===== config.mk =====
export PLATFORM = sky130hd
export DESIGN_NAME = smr_status_regs
export DESIGN_NICKNAME = d
export VERILOG_FILES = /design/src/logic/smr_pkg.sv /design/src/logic/smr_status_regs.sv /design/src/logic/smr_meas_sync.sv /design/src/logic/smr_led_timer.sv
export SDC_FILE = /design/constraint.sdc
export NUM_CORES = 1
export LEC_CHECK = 0
export BUFFER_PORTS_ARGS = -buffer_cell sky130_fd_sc_hd__buf_2
export CAP_MARGIN = 20
export CORE_MARGIN = 2
export CORE_UTILIZATION = 53
export DETAILED_ROUTE_END_ITERATION = 12
export GPL_TIMING_DRIVEN = 1
export HOLD_SLACK_MARGIN = 0.15
export PLACE_DENSITY = 0.76
export SYNTH_ARGS = -nofsm -noshare
export SYNTH_HDL_FRONTEND = slang
export SYNTH_SLANG_ARGS = --single-unit

===== constraint.sdc =====
create_clock -name MCLK -period 2.4 [get_ports MCLK]
set_clock_uncertainty 0.05 [all_clocks]
set_input_delay 0.24 -clock MCLK [delete_from_list [all_inputs] [get_ports MCLK]]
set_output_delay 0.24 -clock MCLK [all_outputs]
set_load 0.01 [all_outputs]

===== src/logic/smr_pkg.sv =====
/*
  Constants, types and shared decode for the supply monitor status registers.
  Assumes one 100 MHz clock; the reader of cyclic and acyclic data lives on the same clock.
*/
//
// Function
// the red error lamp double-flashes while the I/O supply or the link supply voltage is too low.
// the red error lamp is dark when nothing is wrong and while the module is unpowered or in reset.
// the orange link lamp is lit while link frames keep arriving and dark when they stop.
// the red overload lamp is lit while the relayed bus supply reports overload and dark otherwise.
// status bit 0 is set while bus supply voltage is under 18 V or its current over 0.4 A.
// status bit 2 is set while the I/O supply voltage is under 20.4 V and clear otherwise.
// in the standard model status, current and voltage sit at cyclic frame offsets 1, 2 and 3.
// acyclic reads use register numbers: status 0, current 2, voltage 4.
// in the bus controller model all three registers are 16 bits at byte positions 0, 2 and 4.
// the current register counts the bus supply current in steps of 0.01 A.
// the voltage register counts the bus supply voltage in steps of 0.1 V.
// the bus master keeps its bus cycle at 100 us or longer.
// the cyclic data are refreshed on every bus cycle of 2 ms or longer.
// on a CAN based bus controller the module takes exactly one analog logical slot.
// the green run lamp is off unpowered, single-flashes in reset, blinks pre-run, and is on in run.
// status bit 1 and all bits from bit 3 upward read as zero in both models.
`default_nettype none
package smr_pkg;

  // clock and timing figures
  localparam int CLK_KHZ = 100_000;
  localparam int MIN_CYCLE_US = 100;
  localparam int IO_UPDATE_MS = 2;
  localparam int LED_TICK_MS = 200;
  localparam int LINK_TIMEOUT_MS = 10;
  // least times round up, all divide exactly here
  localparam int MIN_CYCLE_CLKS = (MIN_CYCLE_US * CLK_KHZ + 999) / 1000;
  localparam int IO_UPDATE_CLKS = IO_UPDATE_MS * CLK_KHZ;
  localparam int LED_TICK_CLKS = LED_TICK_MS * CLK_KHZ;
  localparam int LINK_TIMEOUT_CLKS = LINK_TIMEOUT_MS * CLK_KHZ;

  // function model codes
  localparam logic [7:0] FM_STANDARD = 8'h00;
  localparam logic [7:0] FM_BUS_CTRL = 8'hFE;

  // register numbers (acyclic) and bus controller byte positions
  localparam logic [7:0] REG_STATUS = 8'h00;
  localparam logic [7:0] REG_CURRENT = 8'h02;
  localparam logic [7:0] REG_VOLTAGE = 8'h04;
  // standard model fixed cyclic offsets
  localparam logic [7:0] OFS_STD_STATUS = 8'h01;
  localparam logic [7:0] OFS_STD_CURRENT = 8'h02;
  localparam logic [7:0] OFS_STD_VOLTAGE = 8'h03;
  localparam logic [7:0] BYTE_POS_MASK = 8'hFE;

  // status bit layout
  localparam int STAT_BUS_WARN_BIT = 0;
  localparam int STAT_IO_LOW_BIT = 2;
  localparam logic [15:0] STATUS_CLEAR = 16'h0000;

  // thresholds in register counts (0.1 V and 0.01 A steps)
  localparam logic [15:0] BUS_V_MIN_DV = 16'h00B4;
  localparam logic [15:0] BUS_I_MAX_CA = 16'h0028;
  localparam logic [15:0] IO_V_MIN_DV = 16'h00CC;
  localparam logic [15:0] BYTE_MAX = 16'h00FF;

  localparam logic [3:0] ANALOG_SLOTS = 4'h1;

  typedef enum logic [2:0] {
    SMR_MODE_RESET = 3'h1,
    SMR_MODE_PRE_RUN = 3'h2,
    SMR_MODE_RUN = 3'h4
  } smr_mode_e;

  typedef struct packed {
    logic [15:0] current;
    logic [15:0] bus_v;
    logic [15:0] io_v;
  } smr_meas_s;

  typedef struct packed {
    logic [15:0] status;
    logic [15:0] current;
    logic [15:0] voltage;
  } smr_regs_s;

  // returns {hit, value}; narrow model saturates to one byte
  function automatic logic [16:0] smr_reg_read(input smr_regs_s regs, input logic [7:0] regnum,
                                               input logic wide);
    logic [15:0] w;
    logic hit;
    w = 16'h0000;
    hit = 1'b1;
    if (regnum == REG_STATUS) begin
      w = regs.status;
    end else if (regnum == REG_CURRENT) begin
      w = regs.current;
    end else if (regnum == REG_VOLTAGE) begin
      w = regs.voltage;
    end else begin
      hit = 1'b0;
    end
    if (!wide && (w > BYTE_MAX)) begin
      w = BYTE_MAX;
    end
    return {hit, w};
  endfunction : smr_reg_read

endpackage : smr_pkg
`default_nettype wire


===== src/logic/smr_status_regs.sv =====
/*
  Supply monitor status registers: live and per-cycle snapshot of status, current and voltage,
  cyclic reads by frame offset, acyclic reads by register number, and the four lamps.
  Assumes the bus controller logic shares MCLK and gives one-cycle read strobes; converter
  words and the overload pin arrive from outside the clock domain.
*/
`timescale 1ns/100ps
`default_nettype none
module smr_status_regs #(
  parameter int unsigned MIN_CYCLE_CLKS = smr_pkg::MIN_CYCLE_CLKS,
  parameter int unsigned IO_UPDATE_CLKS = smr_pkg::IO_UPDATE_CLKS,
  parameter int unsigned LINK_TIMEOUT_CLKS = smr_pkg::LINK_TIMEOUT_CLKS,
  parameter int unsigned LED_TICK_CLKS = smr_pkg::LED_TICK_CLKS
) (
  input wire logic MCLK,
  input wire logic RESETN,
  input wire logic MEAS_TOGGLE,
  input wire logic [15:0] MEAS_CURRENT,
  input wire logic [15:0] MEAS_BUS_V,
  input wire logic [15:0] MEAS_IO_V,
  input wire logic BUS_SUPPLY_OVLD,
  input wire logic [7:0] FUNC_MODEL,
  input wire logic [2:0] RUN_MODE,
  input wire logic CYC_FRAME,
  input wire logic CYC_RD,
  input wire logic [7:0] CYC_OFFSET,
  output logic [7:0] CYC_DATA,
  output logic CYC_DATA_VALID,
  output logic CYC_MISS,
  input wire logic ACY_RD,
  input wire logic [7:0] ACY_REG,
  output logic [15:0] ACY_DATA,
  output logic ACY_VALID,
  output logic ACY_ERR,
  output logic CYCLE_TOO_FAST,
  output logic IO_UPDATE_EACH,
  output logic [3:0] ANALOG_SLOT_COUNT,
  output logic LED_RUN_GREEN,
  output logic LED_ERR_RED,
  output logic LED_LINK_ORANGE,
  output logic LED_OVLD_RED
);

  // measurement capture and warning levels
  smr_pkg::smr_meas_s meas_in;
  smr_pkg::smr_meas_s meas;
  logic bus_warn;
  logic bus_v_low;
  logic io_low;
  logic ovld;

  assign meas_in.current = MEAS_CURRENT;
  assign meas_in.bus_v = MEAS_BUS_V;
  assign meas_in.io_v = MEAS_IO_V;

  smr_meas_sync u_meas (
    .clk(MCLK),
    .rst_n(RESETN),
    .meas_toggle(MEAS_TOGGLE),
    .meas_in(meas_in),
    .ovld_pin(BUS_SUPPLY_OVLD),
    .meas(meas),
    .bus_warn(bus_warn),
    .bus_v_low(bus_v_low),
    .io_low(io_low),
    .ovld(ovld)
  );

  // lamp timing
  logic blink;
  logic single_flash;
  logic double_flash;

  smr_led_timer #(
    .TICK_CLKS(LED_TICK_CLKS)
  ) u_led (
    .clk(MCLK),
    .rst_n(RESETN),
    .blink(blink),
    .single_flash(single_flash),
    .double_flash(double_flash)
  );

  // live register image
  smr_pkg::smr_regs_s live;
  wire logic [15:0] status_word;

  // only bits 0 and 2 can ever be set
  assign status_word = smr_pkg::STATUS_CLEAR
                     | (16'(bus_warn) << smr_pkg::STAT_BUS_WARN_BIT)
                     | (16'(io_low) << smr_pkg::STAT_IO_LOW_BIT);
  assign live.status = status_word;
  assign live.current = meas.current;
  assign live.voltage = meas.bus_v;

  // any code other than the bus controller model falls back to the standard one
  wire logic wide = FUNC_MODEL == smr_pkg::FM_BUS_CTRL;

  // per-cycle snapshot keeps one frame coherent while the converter moves on
  smr_pkg::smr_regs_s snap_q;
  always_ff @(posedge MCLK) begin
    if (!RESETN) begin
      snap_q <= '0;
    end else if (CYC_FRAME) begin
      snap_q <= live;
    end
  end

  // cyclic offset decode
  wire logic std_hit = (CYC_OFFSET == smr_pkg::OFS_STD_STATUS)
                     || (CYC_OFFSET == smr_pkg::OFS_STD_CURRENT)
                     || (CYC_OFFSET == smr_pkg::OFS_STD_VOLTAGE);
  // fixed offsets 1,2,3 map onto register numbers 0,2,4
  wire logic [7:0] std_reg = (CYC_OFFSET == smr_pkg::OFS_STD_STATUS) ? smr_pkg::REG_STATUS :
                             (CYC_OFFSET == smr_pkg::OFS_STD_CURRENT) ? smr_pkg::REG_CURRENT :
                             smr_pkg::REG_VOLTAGE;
  // bus controller: even byte is low half, odd byte the high half
  wire logic [7:0] bc_reg = CYC_OFFSET & smr_pkg::BYTE_POS_MASK;
  wire logic [7:0] cyc_reg = wide ? bc_reg : std_reg;
  wire logic [16:0] cyc_word = smr_pkg::smr_reg_read(snap_q, cyc_reg, wide);
  wire logic cyc_hit = cyc_word[16] && (wide || std_hit);
  wire logic [7:0] cyc_byte = (wide && CYC_OFFSET[0]) ? cyc_word[15:8] : cyc_word[7:0];

  logic [7:0] cyc_data_q;
  logic cyc_valid_q;
  logic cyc_miss_q;
  always_ff @(posedge MCLK) begin
    if (!RESETN) begin
      cyc_data_q <= 8'h00;
      cyc_valid_q <= 1'b0;
      cyc_miss_q <= 1'b0;
    end else begin
      cyc_valid_q <= CYC_RD;
      cyc_miss_q <= CYC_RD && !cyc_hit;
      if (CYC_RD) cyc_data_q <= cyc_hit ? cyc_byte : 8'h00;
    end
  end

  // acyclic: straight by register number, always the live values
  wire logic [16:0] acy_word = smr_pkg::smr_reg_read(live, ACY_REG, wide);

  logic [15:0] acy_data_q;
  logic acy_valid_q;
  logic acy_err_q;
  always_ff @(posedge MCLK) begin
    if (!RESETN) begin
      acy_data_q <= 16'h0000;
      acy_valid_q <= 1'b0;
      acy_err_q <= 1'b0;
    end else begin
      acy_valid_q <= ACY_RD;
      acy_err_q <= ACY_RD && !acy_word[16];
      if (ACY_RD) acy_data_q <= acy_word[16] ? acy_word[15:0] : 16'h0000;
    end
  end

  // bus cycle period watch
  logic [31:0] period_q;
  logic seen_frame_q;
  logic too_fast_q;
  logic io_each_q;
  wire logic [31:0] period_next = (period_q == 32'hFFFFFFFF) ? period_q : period_q + 32'h00000001;
  wire logic [31:0] period_meas = period_q + 32'h00000001;

  always_ff @(posedge MCLK) begin
    if (!RESETN) begin
      period_q <= 32'h00000000;
      seen_frame_q <= 1'b0;
      too_fast_q <= 1'b0;
      io_each_q <= 1'b0;
    end else if (CYC_FRAME) begin
      period_q <= 32'h00000000;
      seen_frame_q <= 1'b1;
      if (seen_frame_q) begin
        // flags a master that breaks the shortest allowed cycle
        too_fast_q <= period_meas < 32'(MIN_CYCLE_CLKS);
        io_each_q <= period_meas >= 32'(IO_UPDATE_CLKS);
      end
    end else begin
      period_q <= period_next;
    end
  end

  // link activity: frames within the timeout count as running communication
  wire logic link_running = seen_frame_q && (period_q < 32'(LINK_TIMEOUT_CLKS));

  // lamp selection
  logic green_d;
  always_comb begin
    unique case (RUN_MODE)
      smr_pkg::SMR_MODE_RESET: green_d = single_flash;
      smr_pkg::SMR_MODE_PRE_RUN: green_d = blink;
      smr_pkg::SMR_MODE_RUN: green_d = 1'b1;
      default: green_d = 1'b0;
    endcase
  end

  wire logic err_d = (io_low || bus_v_low) ? double_flash : 1'b0;

  logic led_run_q;
  logic led_err_q;
  logic led_link_q;
  logic led_ovld_q;
  logic [3:0] slots_q;
  always_ff @(posedge MCLK) begin
    if (!RESETN) begin
      // all lamps dark while held in reset, as when unpowered
      led_run_q <= 1'b0;
      led_err_q <= 1'b0;
      led_link_q <= 1'b0;
      led_ovld_q <= 1'b0;
      slots_q <= 4'h0;
    end else begin
      led_run_q <= green_d;
      led_err_q <= err_d;
      led_link_q <= link_running;
      led_ovld_q <= ovld;
      slots_q <= smr_pkg::ANALOG_SLOTS;
    end
  end

  assign CYC_DATA = cyc_data_q;
  assign CYC_DATA_VALID = cyc_valid_q;
  assign CYC_MISS = cyc_miss_q;
  assign ACY_DATA = acy_data_q;
  assign ACY_VALID = acy_valid_q;
  assign ACY_ERR = acy_err_q;
  assign CYCLE_TOO_FAST = too_fast_q;
  assign IO_UPDATE_EACH = io_each_q;
  assign ANALOG_SLOT_COUNT = slots_q;
  assign LED_RUN_GREEN = led_run_q;
  assign LED_ERR_RED = led_err_q;
  assign LED_LINK_ORANGE = led_link_q;
  assign LED_OVLD_RED = led_ovld_q;

endmodule : smr_status_regs
`default_nettype wire


===== src/logic/smr_meas_sync.sv =====
/*
  Measurement capture: brings converter words and the overload pin into the clock domain and
  derives the warning levels. Assumes the converter holds its words steady across a toggle.
*/
`timescale 1ns/100ps
`default_nettype none
module smr_meas_sync (
  input wire logic clk,
  input wire logic rst_n,
  input wire logic meas_toggle,
  input wire smr_pkg::smr_meas_s meas_in,
  input wire logic ovld_pin,
  output smr_pkg::smr_meas_s meas,
  output logic bus_warn,
  output logic bus_v_low,
  output logic io_low,
  output logic ovld
);
  logic tog_s1_q, tog_s2_q, tog_s3_q;
  logic ovld_s1_q, ovld_s2_q;
  smr_pkg::smr_meas_s data_s1_q, data_s2_q, meas_q;
  wire logic new_sample = tog_s2_q ^ tog_s3_q;

  always_ff @(posedge clk) begin
    if (!rst_n) begin
      tog_s1_q <= 1'b0;
      tog_s2_q <= 1'b0;
      tog_s3_q <= 1'b0;
      ovld_s1_q <= 1'b0;
      ovld_s2_q <= 1'b0;
      data_s1_q <= '0;
      data_s2_q <= '0;
      meas_q <= '0;
    end else begin
      tog_s1_q <= meas_toggle;
      tog_s2_q <= tog_s1_q;
      tog_s3_q <= tog_s2_q;
      ovld_s1_q <= ovld_pin;
      ovld_s2_q <= ovld_s1_q;
      data_s1_q <= meas_in;
      data_s2_q <= data_s1_q;
      // words only taken after the toggle has settled, so they are stable
      if (new_sample) meas_q <= data_s2_q;
    end
  end

  assign meas = meas_q;
  assign bus_v_low = meas_q.bus_v < smr_pkg::BUS_V_MIN_DV;
  assign bus_warn = bus_v_low || (meas_q.current > smr_pkg::BUS_I_MAX_CA);
  assign io_low = meas_q.io_v < smr_pkg::IO_V_MIN_DV;
  assign ovld = ovld_s2_q;
endmodule : smr_meas_sync
`default_nettype wire


===== src/logic/smr_led_timer.sv =====
/*
  Lamp timing base: one shared phase counter gives blink, single and double flash levels.
  Assumes the lamp drivers register these levels themselves.
*/
`timescale 1ns/100ps
`default_nettype none
module smr_led_timer #(
  parameter int unsigned TICK_CLKS = smr_pkg::LED_TICK_CLKS
) (
  input wire logic clk,
  input wire logic rst_n,
  output logic blink,
  output logic single_flash,
  output logic double_flash
);
  logic [31:0] tick_q;
  logic [2:0] phase_q;
  wire logic tick_end = tick_q >= 32'(TICK_CLKS - 1);

  always_ff @(posedge clk) begin
    if (!rst_n) begin
      tick_q <= 32'h00000000;
      phase_q <= 3'h0;
    end else if (tick_end) begin
      tick_q <= 32'h00000000;
      phase_q <= phase_q + 3'h1;
    end else begin
      tick_q <= tick_q + 32'h00000001;
    end
  end

  // eight ticks per pattern: single lights tick 0, double ticks 0 and 2
  assign blink = ~phase_q[0];
  assign single_flash = phase_q == 3'h0;
  assign double_flash = (phase_q == 3'h0) || (phase_q == 3'h2);
endmodule : smr_led_timer
`default_nettype wire


After elaboration in Yosys (flattened, before gate mapping)
Index checks and enable logic that the tools add are counted.
- register bits: 303
- bits of input ports: 82
- output and inout port bits: 38
- logic and storage cells: 108
- $add $sub $neg: 3
- magnitude comparators: 9
- equality and inequality tests: 13
- mux-type cells: 22
- bitwise operators: 4
- reduce and logical (&&, ||, !) cells: 23
- operators by type and width (kind ; count):
    $mux W16 ; 9
    $add A32 B1 Y32 const B ; 2
    $eq A32 B32 Y1 const B ; 1
    $eq A8 B2 Y1 const B ; 4
    $ge A32 B18 Y1 const B ; 1
    $ge A32 B25 Y1 const B ; 1
    $gt A16 B8 Y1 const B ; 2
    $lt A16 B8 Y1 const B ; 2
    $lt A32 B14 Y1 const B ; 1
    $lt A32 B20 Y1 const B ; 1
    $mux W8 ; 3
    $eq A8 B3 Y1 const B ; 2
    $gt A16 B6 Y1 const B ; 1
    $logic_not A8 Y1 ; 2
    $eq A8 B1 Y1 const B ; 1
    $eq A8 B8 Y1 const B ; 1
    $logic_and A1 B1 Y1 ; 7
    $mux W1 ; 7
    $eq A3 B2 Y1 const B ; 2
    $logic_or A1 B1 Y1 ; 6
    $mux W3 ; 2
    $reduce_and A2 Y1 ; 2
    $reduce_or A2 Y1 ; 2
    $add A3 B1 Y3 const B ; 1
    other kinds (8) ; 11

Logic depth before layout (Yosys ltp)
- depth in word-level cells: 13
- depth in mapped cells: 9
- mapped depth without buffers: 8

Cells and area by module
From an unflattened synthesis, not the netlist that was laid out.
- cell total of the unflattened synthesis: 1233
- area total of the unflattened synthesis: 11606.1 µm²
- by module, submodules not included (module ; instances ; cells an instance ; area an instance (µm²) ; sequential area each (µm²)):
    smr_status_regs ; 1 ; 634 ; 5515.3 ; 2042.0
    smr_meas_sync ; 1 ; 439 ; 4578.1 ; 2982.9
    smr_led_timer ; 1 ; 160 ; 1512.7 ; 700.7

Worst setup path after synthesis
OpenSTA, ideal clock, no wires.
- path type: reg2reg
- start: reg period_q[0]
- end: reg io_each_q, in the netlist IO_UPDATE_EACH
- library setup time: 0.133 ns
- arrival time: 2.146 ns
- data required time: 2.217 ns
- slack: 0.071 ns
- cell stages (with the launch flop): 9
- buffers on the path: 1
- period minus slack after synthesis: 2.329 ns
- cells stage by stage: dfxtp_1 -> ha_1 -> clkbuf_1 -> nand4_1 -> nor4_4 -> nor3b_2 -> nand4_1 -> a2111oi_2 -> a21oi_1
- longest elaborated chain between the ends: 2
- RTL lines (item ; RTL line ; source):
    start, declared ; smr_status_regs.sv:158 ; logic [31:0] period_q;
    start signal, assigned ; smr_status_regs.sv:180 ; period_q <= period_next;
    $add A32 B1 Y32 ; smr_status_regs.sv:163 ; wire logic [31:0] period_meas = period_q + 32'h00000001;
    $ge A32 B18 Y1 ; smr_status_regs.sv:177 ; io_each_q <= period_meas >= 32'(IO_UPDATE_CLKS);
    end signal, assigned ; smr_status_regs.sv:177 ;
    end, declared ; smr_status_regs.sv:161 ; logic io_each_q;
No other way between the ends.
A chain may end at the register's enable or synchronous reset.

Final worst setup path
- start: reg period_q[7]
- end: reg io_each_q, in the netlist IO_UPDATE_EACH
The elaborated chain is that of the path after synthesis.

==> Implementation_results.wiki <==
{| class="wikitable"
! Metric !! Value
|-
| Outcome || complete, no violations
|-
| Clk slew on worst S/H paths || 0.06 ns
|-
| Accumulated negative setup slack || 0 ns
|-
| Hold wc startpoint || CYC_OFFSET[5]
|-
| Fraction of power spent switching nets || 0.210
|-
| First DRT Iteration DRCs || 558
|-
| Time the final worst path needs with I/O delays and setup || 2.34 ns
|-
| Critical Path Slowest Stage Cell || sky130_fd_sc_hd__or4_4
|-
| Area share of xor/xnor cells in the synthesized design || 0.0509
|-
| ANT cells || 0
|-
| Power Internal || 8120 uW
|-
| Post-synthesis sequential area ratio || 0.509
|-
| Total wirelength of the detailed-routed design || 26100 um
|-
| Relative slew slack || 0.607
|-
| Pins over their slew limit || 0
|-
| CTS tree || done
|-
| Final number of hold-violating endpoints || 0
|-
| Worst IR drop on VDD || 0.607 mV
|-
| Area fraction in compound gates after synthesis || 0.129
|-
| CP delay by family, top || simple AND/OR/NAND/NOR gates
|-
| Deepest clock path buffer count || 3
|-
| Number of vias per cell || 5.35
|-
| Initial Utilization || 0.542
|-
| Data arrival time of the worst path || 2.71 ns
|-
| Total power || 10300 uW
|-
| Wire length per cell || 15.4 um
|-
| #FFs+latches synth || 280
|-
| Highest attainable clock frequency || 427 MHz
|-
| Cell type with the highest aggregate area in the netlist || sky130_fd_sc_hd__dfxtp_1
|-
| Worst endpoint required time || 2.76 ns
|-
| Switching pwr || 2150 uW
|-
| Detailed placer's ending HPWL || 16600 um
|-
| Largest net degree at the start of global routing || 98
|-
| Dominant combinational cell family by area after synthesis || simple AND/OR/NAND/NOR gates
|-
| Maximum level of the CTS H-tree || 1
|-
| Number of nets in the final layout || 1487
|-
| Layout overhead on the synthesized area || 26.4%
|-
| Largest fanout on the critical path || 5
|-
| Ys async rst share || 0
|-
| Main synth FF type || sky130_fd_sc_hd__dfxtp_1
|-
| Buffers and inverters on the worst path || 0
|-
| Share of synthesized area spent on multiplexers || 0.0351
|-
| YS warnings || 0
|-
| Critical-path cell list || nand2_1 -> or4_4 -> nor3_4 -> and4_1 -> o22ai_2 -> a2111oi_4 -> a21oi_1
|-
| Inserted Clock Buffers || 28
|-
| Global-route wire length before repair || 42900 um
|-
| Post-synthesis simple-gate area fraction || 0.234
|-
| Origin of the worst setup path || period_q[7]
|-
| Critical setup path kind || reg -> reg
|-
| Count of flip-flops with a built-in enable after synthesis || 0
|-
| Part of the cycle the worst path needs || 0.976
|-
| Die Span Y || 148 um
|-
| Number of rows created at floorplan || 52
|-
| Die Span X || 148 um
|-
| Worst flop-to-flop path startpoint || period_q[7]
|-
| Instance count of the mapped netlist || 1197
|-
| Synth top area share || 0.509
|-
| Most frequently used cell type in the post-synthesis netlist || sky130_fd_sc_hd__dfxtp_1
|-
| Part of the total power dissipated in the clock network || 0.481
|-
| Static Leakage || 0.00553 uW
|-
| Via Count || 9053
|-
| Global route total overflow || 0
|-
| Post-synthesis adder-cell area fraction || 0.00682
|-
| Critical Path Start Type || register
|-
| Most frequent cells after synthesis || sky130_fd_sc_hd__dfxtp_1 (280), sky130_fd_sc_hd__nand2_1 (127), sky130_fd_sc_hd__nor2_1 (124)
|-
| Minimum hold slack || 0.160 ns
|-
| Number of port buffers || 114
|-
| Count of unresolved DRC violations after routing || 0
|-
| Number of iterations in the first detailed-routing pass || 5
|-
| CTS sink count || 280
|-
| Crit. End Element || register
|-
| Final estimated routing congestion in global placement || 0.877
|-
| Tightest Hold Check Type || in -> reg
|-
| Vias in the first global route || 8715
|-
| Placeable core region || 20300 um^2
|-
| Most area-consuming cells after synthesis || sky130_fd_sc_hd__dfxtp_1 (51%), sky130_fd_sc_hd__and2_1 (6.2%), sky130_fd_sc_hd__a21oi_1 (4.4%)
|-
| Clock Latency Late Sink || 0.54 ns
|-
| Max_cap viols || 0
|-
| Antenna violations before repair || 0
|-
| Transition time at the pin with the least slew margin || 0.587 ns
|-
| Floorplan die area || 21900 um^2
|-
| Cell Area, Synth || 11000 um^2
|-
| Syn Area/Cell || 9.19 um^2
|-
| Share of power burned in registers || 0.470
|-
| Root Buffer Master || sky130_fd_sc_hd__clkbuf_16
|-
| Combined global-route utilization of all metal layers || 0.235
|-
| Number of top-level design ports || 120
|-
| Logic gate share of total power || 0.049
|-
| Layout cell share with drive strength beyond 1 || 0.187
|-
| Worst stage delay on the critical path || 0.61 ns
|-
| Distinct cell type count after synthesis || 76
|-
| Areal power density over the cells || 738 nW/um^2
|-
| Final ANT Viol Nets || 0
|-
| Final setup violating endpoints || 0
|}
## metrics by stage
step                 util  setup slack (ns)  cells  area [um^2]
CTS                 0.678            0.0199   1683        13800
detailed placement  0.597           -0.0563   1573        12100
floorplan               -            0.0707   1206        11000
global route        0.685           -0.0133   1691        13900
global placement    0.597           -0.0167   1573        12100
finish              0.685            0.0574   1691        13900
## worst paths after layout
kind | slack [ns] | depth (start not counted) | end
hold reg to reg | 0.38 | 1 | u_meas.data_s2_q[47]
setup reg to reg | 0.06 | 7 | IO_UPDATE_EACH
hold / removal | 0.16 | 4 | CYC_MISS
setup / recovery | 0.06 | 7 | IO_UPDATE_EACH
## power groups by stage
stage | clock network, uW | logic (uW) | registers (uW)
floorplan | 0 | 260 | 4910
global placement | 0 | 416 | 4920
detailed placement | 0 | 423 | 4930
CTS | 5010 | 500 | 4820
global route | 5200 | 560 | 4830
finish | 4940 | 507 | 4820
## cells by family (layout without fill, tap and decap cells)
kind of cell,count (synthesis),after routing
AO/OA/AOI/OAI,216,216
XOR/XNOR,64,64
adder cells (fa/ha/maj),6,6
buffers and inverters,92,307
flip-flops,280,280
multiplexers,38,38
other,1,10
AND/OR/NAND/NOR,500,500
## flip-flops by register name, summed over array words and instances (netlist names), 3 cells and up
register          count
u_meas.data_s1_q     46
u_meas.data_s2_q     46
u_meas.meas          46
snap_q               34
period_q             32
u_led.tick_q         32
ACY_DATA             16
CYC_DATA              8
u_led.phase_q         3
## layout by cell type, fill, tap and decap left out, drive strengths merged, types with 19 or more instances in the layout
cell type    instances
nor3                19
clkbuf              32
nand4               21
dlygate4sd3         58
nand3               26
xnor2               40
a21oi               96
mux2i               36
nor2               125
xor2                24
dfxtp              280
nand2              127
buf                180
and2               109
## metal layers
metal	part of all wire	global-route usage	wire [um]
met5	0	0	0
met4	0.021	0.0686	542
met3	0.062	0.0405	1620
met2	0.46	0.384	12100
met1	0.45	0.321	11800
## repair_timing
item | 4_1_cts | 5_1_grt
hold buffers | 58 | 0
setup buffers | 0 | 8
setup endpoints to repair | 0 | 52
endpoints found under the hold margin | 69 | 0
gates resized for setup | 0 | 17
## cell type report
type / instances / area (um^2)
fill: 1529 / 6390
sequential: 280 / 5610
multi-input combinational: 834 / 5150
timing repair buffer: 238 / 1670
clock buffer: 32 / 746
tap: 270 / 338
clock inverter: 20 / 327
inverter: 17 / 63.8
## worst min-delay path, delay by kind of cell
| kind | cells | cell delay (ns) |
|---|---|---|
| compound gates | 1 | 0.13 |
| simple gates | 1 | 0.08 |
| buf+inv | 2 | 0.26 |
Power figures use the tool's default switching activity.
